### src/logic/sra_consts.vh
// constants for the serial register access port
`ifndef SRA_CONSTS_VH
`define SRA_CONSTS_VH

// ============================================================
// frame layout
`define SRA_FRAME_BITS 4'h8
`define SRA_CNT_MAX 4'hf

// ============================================================
// register addresses, one 4-bit address space
`define SRA_ADDR_MODE 4'h0
`define SRA_ADDR_VOLT 4'h1
`define SRA_ADDR_WAKE 4'h2
`define SRA_ADDR_WAKE_ST 4'h3
`define SRA_ADDR_XCVR 4'h4
`define SRA_ADDR_XCVR_ST 4'h5
`define SRA_ADDR_HS 4'h6
`define SRA_ADDR_HS_ST 4'h7
`define SRA_ADDR_LS 4'h8
`define SRA_ADDR_LS_ST 4'h9
`define SRA_ADDR_TIM 4'ha
`define SRA_ADDR_WD_ST 4'hb
`define SRA_ADDR_AMUX 4'hc
`define SRA_ADDR_CFG 4'hd
`define SRA_ADDR_IMASK 4'he
`define SRA_ADDR_ISRC 4'hf

// ============================================================
// timing control fields
`define SRA_TIM_SEL_BIT 3
`define SRA_TIM_SEL_CYCLIC 1'h1

// ============================================================
// reset values
`define SRA_RST_MODE 4'hc
`define SRA_RST_WAKE 4'hf
`define SRA_RST_XCVR 4'h0
`define SRA_RST_HS 4'h0
`define SRA_RST_LS 4'h0
`define SRA_RST_WDP 3'h0
`define SRA_RST_CYC 3'h0
`define SRA_RST_AMUX 4'h0
`define SRA_RST_CFG 4'h0
`define SRA_RST_IMASK 4'h0

`endif

### src/logic/sra_port.v
// serial register access port: byte frames over sixteen register addresses
`timescale 1ns/1ps
`default_nettype none
`include "sra_consts.vh"
// Behaviour
// RULE1: master byte is address nibble, then control nibble
// RULE2: reply byte is summary nibble, then status nibble
// RULE3: chip select fall starts frame, drives, snapshots
// RULE4: output bit changes on serial clock rise
// RULE5: input bit sampled on serial clock fall
// RULE6: only exactly eight sampling edges make valid frame
// RULE7: chip select rise writes control into register
// RULE8: output released while chip select is high
// RULE9: reset sources restore registers; power-on sets battery fail; here mode control is restored by power-on only
// RULE10: address 0 writes mode; 0,1 read voltage
// RULE11: even addresses 2..8 write; pairs read status
// RULE12: address a timing write; a,b read watchdog
// RULE13: addresses c and d are write-only
// RULE14: address e writes mask; e,f read source
// RULE15: summary nibble sent in every frame
// RULE16: voltage summary is or of voltage status
// RULE17: transceiver summary is or of its status
// RULE18: high-side summary is or of its status
// RULE19: low-side summary is or of its status
// RULE20: write frame returns status of same pair
// RULE21: mode or voltage frame clears battery fail
// RULE22: most significant bit first both directions
// RULE23: invalid frame leaves read side effects undone

// limitation: every serial clock phase must last at least four
// system clocks, since each pin edge is seen three clocks late
// trade-off: the pins are fully synchronised, so the reply lags
// the serial clock rise by about three system clocks
// the master must leave select high for four clocks between frames

module sra_port #(
  parameter SYNC_STAGES = 2 // depth of pin synchronisers
) (
  input wire mclk,
  input wire sys_rst,
  // serial pins
  input wire spi_cs_n,
  input wire spi_sclk,
  input wire spi_mosi,
  output wire spi_miso,
  output wire spi_miso_oe,
  // further reset sources
  input wire ext_reset_pin,
  input wire reset_mode_req,
  // status from the rest of the chip, same clock
  input wire [2:0] voltage_status_in,
  input wire [3:0] wake_input_status,
  input wire [3:0] bus_transceiver_status,
  input wire [3:0] high_side_status,
  input wire [3:0] low_side_status,
  input wire [3:0] watchdog_state,
  input wire [3:0] interrupt_source,
  // control registers towards the rest of the chip
  output reg [3:0] mode_control,
  output reg [3:0] wake_input_enable,
  output reg [3:0] bus_transceiver_control,
  output reg [3:0] high_side_control,
  output reg [3:0] low_side_control,
  output reg [2:0] watchdog_period,
  output reg [2:0] cyclic_sense_timing,
  output reg [3:0] analog_mux_control,
  output reg [3:0] configuration,
  output reg [3:0] interrupt_mask,
  output reg battery_fail_flag,
  // one pulse per accepted frame
  output reg frame_write,
  output reg [3:0] frame_addr
);

  // ============================================================
  // pin synchronisers

  // raw pins gathered so one loop can sync them all
  wire [3:0] pin_raw;
  // stage chains, one row per pin
  reg [SYNC_STAGES-1:0] sync_chain [0:3];
  // last stage of each chain
  wire [3:0] pin_sync;

  assign pin_raw = {ext_reset_pin, spi_mosi, spi_sclk, spi_cs_n};

  genvar gi;
  generate
    for (gi = 0; gi < 4; gi = gi + 1) begin : g_sync
      // first stage is read only by the next stage
      // two stages trade two clocks of lag for metastability margin
      always @(posedge mclk or posedge sys_rst) begin
        if (sys_rst) begin
          // chip select idles high, others low
          // so no false frame start follows reset
          sync_chain[gi] <= (gi == 0) ? {SYNC_STAGES{1'b1}} : {SYNC_STAGES{1'b0}};
        end else begin
          sync_chain[gi] <= {sync_chain[gi][SYNC_STAGES-2:0], pin_raw[gi]};
        end
      end
      assign pin_sync[gi] = sync_chain[gi][SYNC_STAGES-1];
    end
  endgenerate

  // named views of the synchronised pins
  // nothing below reads a raw pin or a first stage
  wire cs_n_s;
  wire sclk_s;
  wire mosi_s;
  wire ext_rst_s;
  assign cs_n_s = pin_sync[0];
  assign sclk_s = pin_sync[1];
  assign mosi_s = pin_sync[2];
  assign ext_rst_s = pin_sync[3];

  // ============================================================
  // edge detection on synchronised levels

  reg cs_n_d; // previous chip select
  reg sclk_d; // previous serial clock

  // delayed copies give one-cycle edge pulses
  // reset values match the idle pin levels to avoid a false edge
  always @(posedge mclk or posedge sys_rst) begin
    if (sys_rst) begin
      cs_n_d <= 1'b1;
      sclk_d <= 1'b0;
    end else begin
      cs_n_d <= cs_n_s;
      sclk_d <= sclk_s;
    end
  end

  wire cs_fall;
  wire cs_rise;
  wire sclk_rise;
  wire sclk_fall;
  assign cs_fall = cs_n_d & ~cs_n_s;
  assign cs_rise = ~cs_n_d & cs_n_s;
  // serial clock edges count only inside a frame
  assign sclk_rise = ~sclk_d & sclk_s & ~cs_n_s;
  assign sclk_fall = sclk_d & ~sclk_s & ~cs_n_s;

  // soft reset: reset mode or the external reset pin
  // it leaves mode control and the battery flag alone
  wire soft_rst;
  assign soft_rst = ext_rst_s | reset_mode_req;

  // ============================================================
  // reply assembly

  // voltage nibble with the battery flag in the low bit
  wire [3:0] voltage_status;
  assign voltage_status = {voltage_status_in, battery_fail_flag};

  // summary bits: any set bit of the matching status
  // built from live status; the frame engine snapshots them at select fall
  wire voltage_summary;
  wire transceiver_summary;
  wire high_side_summary;
  wire low_side_summary;
  assign voltage_summary = |voltage_status; // see RULE16
  assign transceiver_summary = |bus_transceiver_status; // see RULE17
  assign high_side_summary = |high_side_status; // see RULE18
  assign low_side_summary = |low_side_status; // see RULE19

  // summary nibble, voltage in the top bit
  wire [3:0] system_summary_status;
  assign system_summary_status = {voltage_summary, transceiver_summary,
                                  high_side_summary, low_side_summary}; // see RULE15

  // status nibble chosen by address; even and odd of a pair agree
  // one decoder for every address keeps the pairs consistent
  function [3:0] status_nibble;
    input [3:0] addr;
    input [3:0] vs;
    input [3:0] ws;
    input [3:0] ts;
    input [3:0] hs;
    input [3:0] ls;
    input [3:0] wd;
    input [3:0] is;
    begin
      status_nibble = 4'h0;
      if (addr == `SRA_ADDR_MODE || addr == `SRA_ADDR_VOLT) begin
        status_nibble = vs; // see RULE10
      end else if (addr == `SRA_ADDR_WAKE || addr == `SRA_ADDR_WAKE_ST) begin
        status_nibble = ws; // see RULE11
      end else if (addr == `SRA_ADDR_XCVR || addr == `SRA_ADDR_XCVR_ST) begin
        status_nibble = ts; // see RULE11
      end else if (addr == `SRA_ADDR_HS || addr == `SRA_ADDR_HS_ST) begin
        status_nibble = hs; // see RULE11
      end else if (addr == `SRA_ADDR_LS || addr == `SRA_ADDR_LS_ST) begin
        status_nibble = ls; // see RULE11
      end else if (addr == `SRA_ADDR_TIM || addr == `SRA_ADDR_WD_ST) begin
        status_nibble = wd; // see RULE12
      end else if (addr == `SRA_ADDR_IMASK || addr == `SRA_ADDR_ISRC) begin
        status_nibble = is; // see RULE14
      end else begin
        // write-only pair c,d has nothing to return
        status_nibble = 4'h0; // see RULE13
      end
    end
  endfunction

  // ============================================================
  // frame engine

  reg [7:0] rx_shift; // incoming byte, msb first
  reg [7:0] tx_shift; // outgoing byte, msb in bit 7
  reg [3:0] edge_cnt; // sampling edges seen, saturating
  reg miso_q; // registered output bit
  reg miso_oe_q; // registered output enable

  // the address nibble after four bits selects the reply status;
  // the reply must exist before the address arrives, so the lower
  // nibble is built at the fourth sample from live status
  wire [3:0] addr_now;
  assign addr_now = {rx_shift[2:0], mosi_s};

  // shift, count and drive; all edges come from the sync path
  // a rise before the first fall only sets up the master, so it is ignored
  always @(posedge mclk or posedge sys_rst) begin
    if (sys_rst) begin
      rx_shift <= 8'h00;
      tx_shift <= 8'h00;
      edge_cnt <= 4'h0;
      miso_q <= 1'b0;
      miso_oe_q <= 1'b0;
    end else if (cs_fall) begin
      // new frame: snapshot summary, drive at once
      edge_cnt <= 4'h0; // see RULE3
      rx_shift <= 8'h00;
      tx_shift <= {system_summary_status, 4'h0}; // see RULE2
      miso_q <= system_summary_status[3]; // see RULE22
      miso_oe_q <= 1'b1; // see RULE3
    end else if (cs_n_s) begin
      // idle: output released
      // driving zero keeps the output free of unknowns when released
      miso_oe_q <= 1'b0; // see RULE8
      miso_q <= 1'b0;
    end else begin
      if (sclk_fall) begin
        // sample master bit
        rx_shift <= {rx_shift[6:0], mosi_s}; // see RULE5
        if (edge_cnt != `SRA_CNT_MAX) begin
          edge_cnt <= edge_cnt + 4'h1;
        end
        if (edge_cnt == 4'h3) begin
          // address complete: load reply status of that address;
          // three shifts have passed, so bit 6 goes out next and
          // the status nibble must sit in bits 6 down to 3
          tx_shift[6:3] <= status_nibble(addr_now, voltage_status,
            wake_input_status, bus_transceiver_status, high_side_status,
            low_side_status, watchdog_state, interrupt_source); // see RULE20
        end
      end else if (sclk_rise && edge_cnt != 4'h0) begin
        // present next reply bit, msb first
        tx_shift <= {tx_shift[6:0], 1'b0}; // see RULE4
        miso_q <= tx_shift[6]; // see RULE22
      end
    end
  end

  assign spi_miso = miso_q;
  assign spi_miso_oe = miso_oe_q;

  // accepted frame: exactly eight samples at chip select rise
  // a cut or stretched frame leaves the count off eight and is dropped
  wire frame_ok;
  assign frame_ok = cs_rise & (edge_cnt == `SRA_FRAME_BITS); // see RULE6

  // address and control halves of the received byte
  // meaningful only once eight samples are in
  wire [3:0] register_address_field;
  wire [3:0] control_nibble;
  assign register_address_field = rx_shift[7:4]; // see RULE1
  assign control_nibble = rx_shift[3:0]; // see RULE1

  // ============================================================
  // control registers

  // mode control restores only on power-on
  // reset mode and the reset pin leave it alone
  always @(posedge mclk or posedge sys_rst) begin
    if (sys_rst) begin
      mode_control <= `SRA_RST_MODE; // see RULE9
    end else if (frame_ok && register_address_field == `SRA_ADDR_MODE) begin
      mode_control <= control_nibble; // see RULE10
    end
  end

  // battery flag: set at power-on, cleared by a valid mode or voltage frame
  // only power-on sets it, so no set and clear can meet in one cycle
  always @(posedge mclk or posedge sys_rst) begin
    if (sys_rst) begin
      battery_fail_flag <= 1'b1; // see RULE9
    end else if (frame_ok && (register_address_field == `SRA_ADDR_MODE ||
                              register_address_field == `SRA_ADDR_VOLT)) begin
      // reported at the fourth sample already; invalid frames keep it
      battery_fail_flag <= 1'b0; // see RULE21
    end
  end

  // remaining write registers, restored by any reset source
  // soft reset is synchronous: both sources already sit in this domain
  always @(posedge mclk or posedge sys_rst) begin
    if (sys_rst) begin
      wake_input_enable <= `SRA_RST_WAKE;
      bus_transceiver_control <= `SRA_RST_XCVR;
      high_side_control <= `SRA_RST_HS;
      low_side_control <= `SRA_RST_LS;
      watchdog_period <= `SRA_RST_WDP;
      cyclic_sense_timing <= `SRA_RST_CYC;
      analog_mux_control <= `SRA_RST_AMUX;
      configuration <= `SRA_RST_CFG;
      interrupt_mask <= `SRA_RST_IMASK;
    end else if (soft_rst) begin
      // reset mode and pin reset win over a frame
      wake_input_enable <= `SRA_RST_WAKE; // see RULE9
      bus_transceiver_control <= `SRA_RST_XCVR; // see RULE9
      high_side_control <= `SRA_RST_HS;
      low_side_control <= `SRA_RST_LS;
      watchdog_period <= `SRA_RST_WDP;
      cyclic_sense_timing <= `SRA_RST_CYC;
      analog_mux_control <= `SRA_RST_AMUX;
      configuration <= `SRA_RST_CFG;
      interrupt_mask <= `SRA_RST_IMASK;
    end else if (frame_ok) begin
      // end of frame moves control into the addressed register
      if (register_address_field == `SRA_ADDR_WAKE) begin
        wake_input_enable <= control_nibble; // see RULE7
      end else if (register_address_field == `SRA_ADDR_XCVR) begin
        bus_transceiver_control <= control_nibble; // see RULE11
      end else if (register_address_field == `SRA_ADDR_HS) begin
        high_side_control <= control_nibble; // see RULE11
      end else if (register_address_field == `SRA_ADDR_LS) begin
        low_side_control <= control_nibble; // see RULE11
      end else if (register_address_field == `SRA_ADDR_TIM) begin
        // top bit picks which timing field the low bits set
        if (control_nibble[`SRA_TIM_SEL_BIT] == `SRA_TIM_SEL_CYCLIC) begin
          cyclic_sense_timing <= control_nibble[2:0]; // see RULE12
        end else begin
          watchdog_period <= control_nibble[2:0]; // see RULE12
        end
      end else if (register_address_field == `SRA_ADDR_AMUX) begin
        analog_mux_control <= control_nibble; // see RULE13
      end else if (register_address_field == `SRA_ADDR_CFG) begin
        configuration <= control_nibble; // see RULE13
      end else if (register_address_field == `SRA_ADDR_IMASK) begin
        interrupt_mask <= control_nibble; // see RULE14
      end
    end
  end

  // ============================================================
  // frame report for neighbours (watchdog clear, read-to-clear)

  // one pulse per valid frame, address held until the next one
  // neighbours act on this pulse, never on the raw pins
  always @(posedge mclk or posedge sys_rst) begin
    if (sys_rst) begin
      frame_write <= 1'b0;
      frame_addr <= 4'h0;
    end else begin
      frame_write <= frame_ok; // see RULE23
      if (frame_ok) begin
        frame_addr <= register_address_field;
      end
    end
  end

endmodule // sra_port
`default_nettype wire

### config.mk
export PLATFORM = sky130hd
export DESIGN_NAME = sra_port
export DESIGN_NICKNAME = d
export VERILOG_FILES = /design/src/logic/sra_port.v
export VERILOG_INCLUDE_DIRS = /design/src /design/src/logic
export SDC_FILE = /design/constraint.sdc
export NUM_CORES = 1
export LEC_CHECK = 0
export BUFFER_PORTS_ARGS = -buffer_cell sky130_fd_sc_hd__clkbuf_2
export CAP_MARGIN = 20
export CORE_UTILIZATION = 53
export CTS_CLUSTER_SIZE = 12
export DETAILED_ROUTE_END_ITERATION = 8
export PLACE_DENSITY = 0.8
export REMOVE_ABC_BUFFERS = 1
export SKIP_CTS_REPAIR_TIMING = 1
export SKIP_LAST_GASP = 1
export SYNTH_ARGS = -nofsm -noshare
export SYNTH_HDL_FRONTEND = slang
export SYNTH_SLANG_ARGS = --single-unit
### constraint.sdc
create_clock -name mclk -period 2.9 [get_ports mclk]
set_input_delay 0.29 -clock mclk [delete_from_list [all_inputs] [get_ports mclk]]
set_output_delay 0.29 -clock mclk [all_outputs]
set_load 0.01 [all_outputs]
==> impl_results.md <==
* Status: completed
* Worst Setup Slack, final at 561 ps
* Peak Freq at 427 MHz
* Area of the multi-input gates at 1270 um^2
* Avg Inst Size Synth at roughly 11 um^2
* Worst IR Drop VDD at 0.372 mV
* I/O pin cnt at 80
* Synth Cell Area at 3180 um^2
* ANT nets after route at 0
* Net Sw Power at about 0.43 mW
* TritonCTS clock tree: built
* Register area share after synthesis at a little under three fifths
* Hold slack at 25.0 ps
* Pwr Density at between 400 and 500 nW/um^2
* Arrival @ worst endpoint at 2560 ps
* CTS Buffer Depth at 2
* Hold crit path type: input pin to flop
* # diodes at 0
* H-Tree Depth at 3
* Yosys warns at 0
* CTS clock-pin slew for the worst setup and hold paths at 70 ps
* Clk root buf: clkbuf_8
* Commonest non-fill, non-tap cell in the layout: clkbuf_2
* Synth area leader: dfrtp_1
* Post-synth EDFFs at 0
* Die W at 79.5 um
* Leakage Power at between 2 and 2.5 nW
* Nets at a little under 400
* Insertion delay to the later sink of the worst-skew pair at 340 ps
* # port buffers at 79
* Primary FF master, synth: dfrtp_1
* Initial antenna violation count at 0
* CTS sink count at 72
* Commonest cells after routing, fill and taps aside: clkbuf_2 (79), dfrtp_1 (62), nand2_1 (34), nor2_1 (33), mux2i_1 (24)
* Synth Instances at 279
* Pint at 1.46 mW
* Die footprint at 6320 um^2
* Reg power frac at between 50% and 60%
* Max_slew headroom at 40.1%
* DRC viols at 0
* Fraction of layout instances using a drive strength above 1 at 35.7%
* RSZ-0062 raised after global routing: no
* First-pass GRT wire length at roughly 12 mm
* Period utilization at 80.7%
* Crit path kind: flop to flop
* DR WL/cell at roughly 16 um
* Post-layout power at 1.89 mW
* Synthesized flop and latch total at 72
* Worst-path maximum fanout at 13
* Async S/R FF share, synth at 100%
* Total placed cells including tap cells at 417
* Combinational share of power at 6.7%
* Cts bufs inserted at 9
* Final weighted congestion in routability-driven placement at 0.803
* Netlist cell types at 40
* Synth area leaders: dfrtp_1 (49%), dfstp_2 (8.3%), mux2i_1 (7.5%)
* Grt ovf at 0
* FF/Latch Area at around 1800 um^2
* Share of the synthesized area in the top cell type at between 40 and 50%
* Crit path time final at 2340 ps
* Filler cell count at between 400 and 500
* Worst Clk Skew at 7.22 ps
* Worst slack at placement at 651 ps
* Final hold vios at 0
* Sw frac at 22.6%
* Via Count at around 2400
* Setup TNS Final at 0 ps
* Vias in the first global route at 2428
* CP Capture Type: flop
* Core area at around 5600 um^2
* Worst path required time at roughly 3100 ps
* Worst setup SP type: flop
* Max-cap violations at 0
* Initial DRC count at 181
* Slew Viols, Final at 0
* Starting Density at a little under three fifths
* Die Y at between 70 and 80 um
* Drt via density at 5.61
* Layout Cells excl Fill at 433
* Largest net degree at the start of global routing at 46
* Drt first pass iters at 5
* Setup slack, reg-to-reg at between 500 and 600 ps
* Total GRT Usage at 24.8%
* Cell Rows at 27
* Synthesis-to-layout area growth at 19.7%
* WL final at 6.83 mm
* Tightest Pin Transition at around 900 ps
* Finish-stage setup viols at 0
* Detailed Place HPWL at between 4 and 5 mm
* Clock group share of total power at 37.5%
==> path summary, 6_finish.rpt <==
check | startpoint | end | depth (start not counted)
setup / recovery | edge_cnt[0] | interrupt_mask[1] | 8
hold / removal | spi_cs_n | sync_chain[6] | 1
setup reg to reg | edge_cnt[0] | interrupt_mask[1] | 8
hold reg to reg | sync_chain[0] | ext_rst_s | 0
max in group asynchronous | sys_rst | battery_fail_flag | 4
min in group asynchronous | sys_rst | frame_addr[2] | 3
==> cell families (layout without fill, tap and decap cells) <==
logic type               count (synthesis)  after routing  share of synthesized area [%]
AND/OR/NAND/NOR                        100            100                           14.5
flip-flops                              72             72                           57.0
multiplexers                            43             43                           15.7
AO/OA/AOI/OAI                           37             37                           8.41
buffers and inverters                   23            105                           3.06
adder cells (fa/ha/maj)                  2              2                          0.786
XOR/XNOR                                 2              2                          0.550
==> layer usage <==
metal  vias to the layer above  global-route usage, %  wire length [um]
li1                       1134                      -                 -
met1                      1179                   33.0              2990
met2                        99                   36.7              3200
met3                        17                   7.66               445
met4                         0                   12.5               189
met5                         -                      0                 0
==> power groups by stage <==
stage	Sequential, mW	Clock (mW)	Combinational [mW]
3_3_place_gp	1.07	0	0.124
5_1_grt	1.06	0.773	0.145
3_5_place_dp	1.07	0	0.127
4_1_cts	1.05	0.725	0.128
2_1_floorplan	1.07	0	0.0760
6_report	1.05	0.710	0.127
==> synth_stat cells, types with 2 or more instances <==
cell      count
dfrtp_1      62
nand2_1      34
nor2_1       33
mux2i_1      24
mux2_2       15
clkbuf_1     12
dfstp_2      10
nand3_1      10
a22o_1        8
o21ai_0       7
inv_1         6
a21oi_1       5
and2_1        4
mux4_2        4
nand2b_1      4
nand4_1       4
o211ai_1      4
a31oi_1       3
buf_2         3
nor4_1        3
a21o_1        2
ha_1          2
nor2b_1       2
xor2_1        2
==> sequential cells by signal, summed over array words and instances (netlist names), 4 cells and up <==
name,count
rx_shift,8
analog_mux_control,4
bus_transceiver_control,4
configuration,4
edge_cnt,4
frame_addr,4
high_side_control,4
interrupt_mask,4
low_side_control,4
mode_control,4
sync_chain,4
tx_shift,4
wake_input_enable,4
==> critical path, stage by stage (launching register included) <==
cell and delay (ps):
dfrtp_1 400, inv_1 110, ha_1 160, nand2b_1 70, or3_1 470, inv_1 340
nand4_1 340, mux2i_1 280, nor2_1 60
==> final cells by class <==
class / count / share of cell area [%]
Multi-Input combinational cell: 184 / 33.4
Clock buffer: 15 / 4.63
Tap cell: 72 / 2.36
Inverter: 6 / 0.591
Timing Repair Buffer: 84 / 11.4
Sequential cell: 72 / 47.6
==> per-stage QoR <==
step,area (um^2),util [%]
6_report,3810,67.6
2_1_floorplan,3110,-
4_1_cts,3800,67.4
3_3_place_gp,3620,64.2
3_5_place_dp,3620,64.2
5_1_grt,3810,67.6
Power figures use the tool's default switching activity.
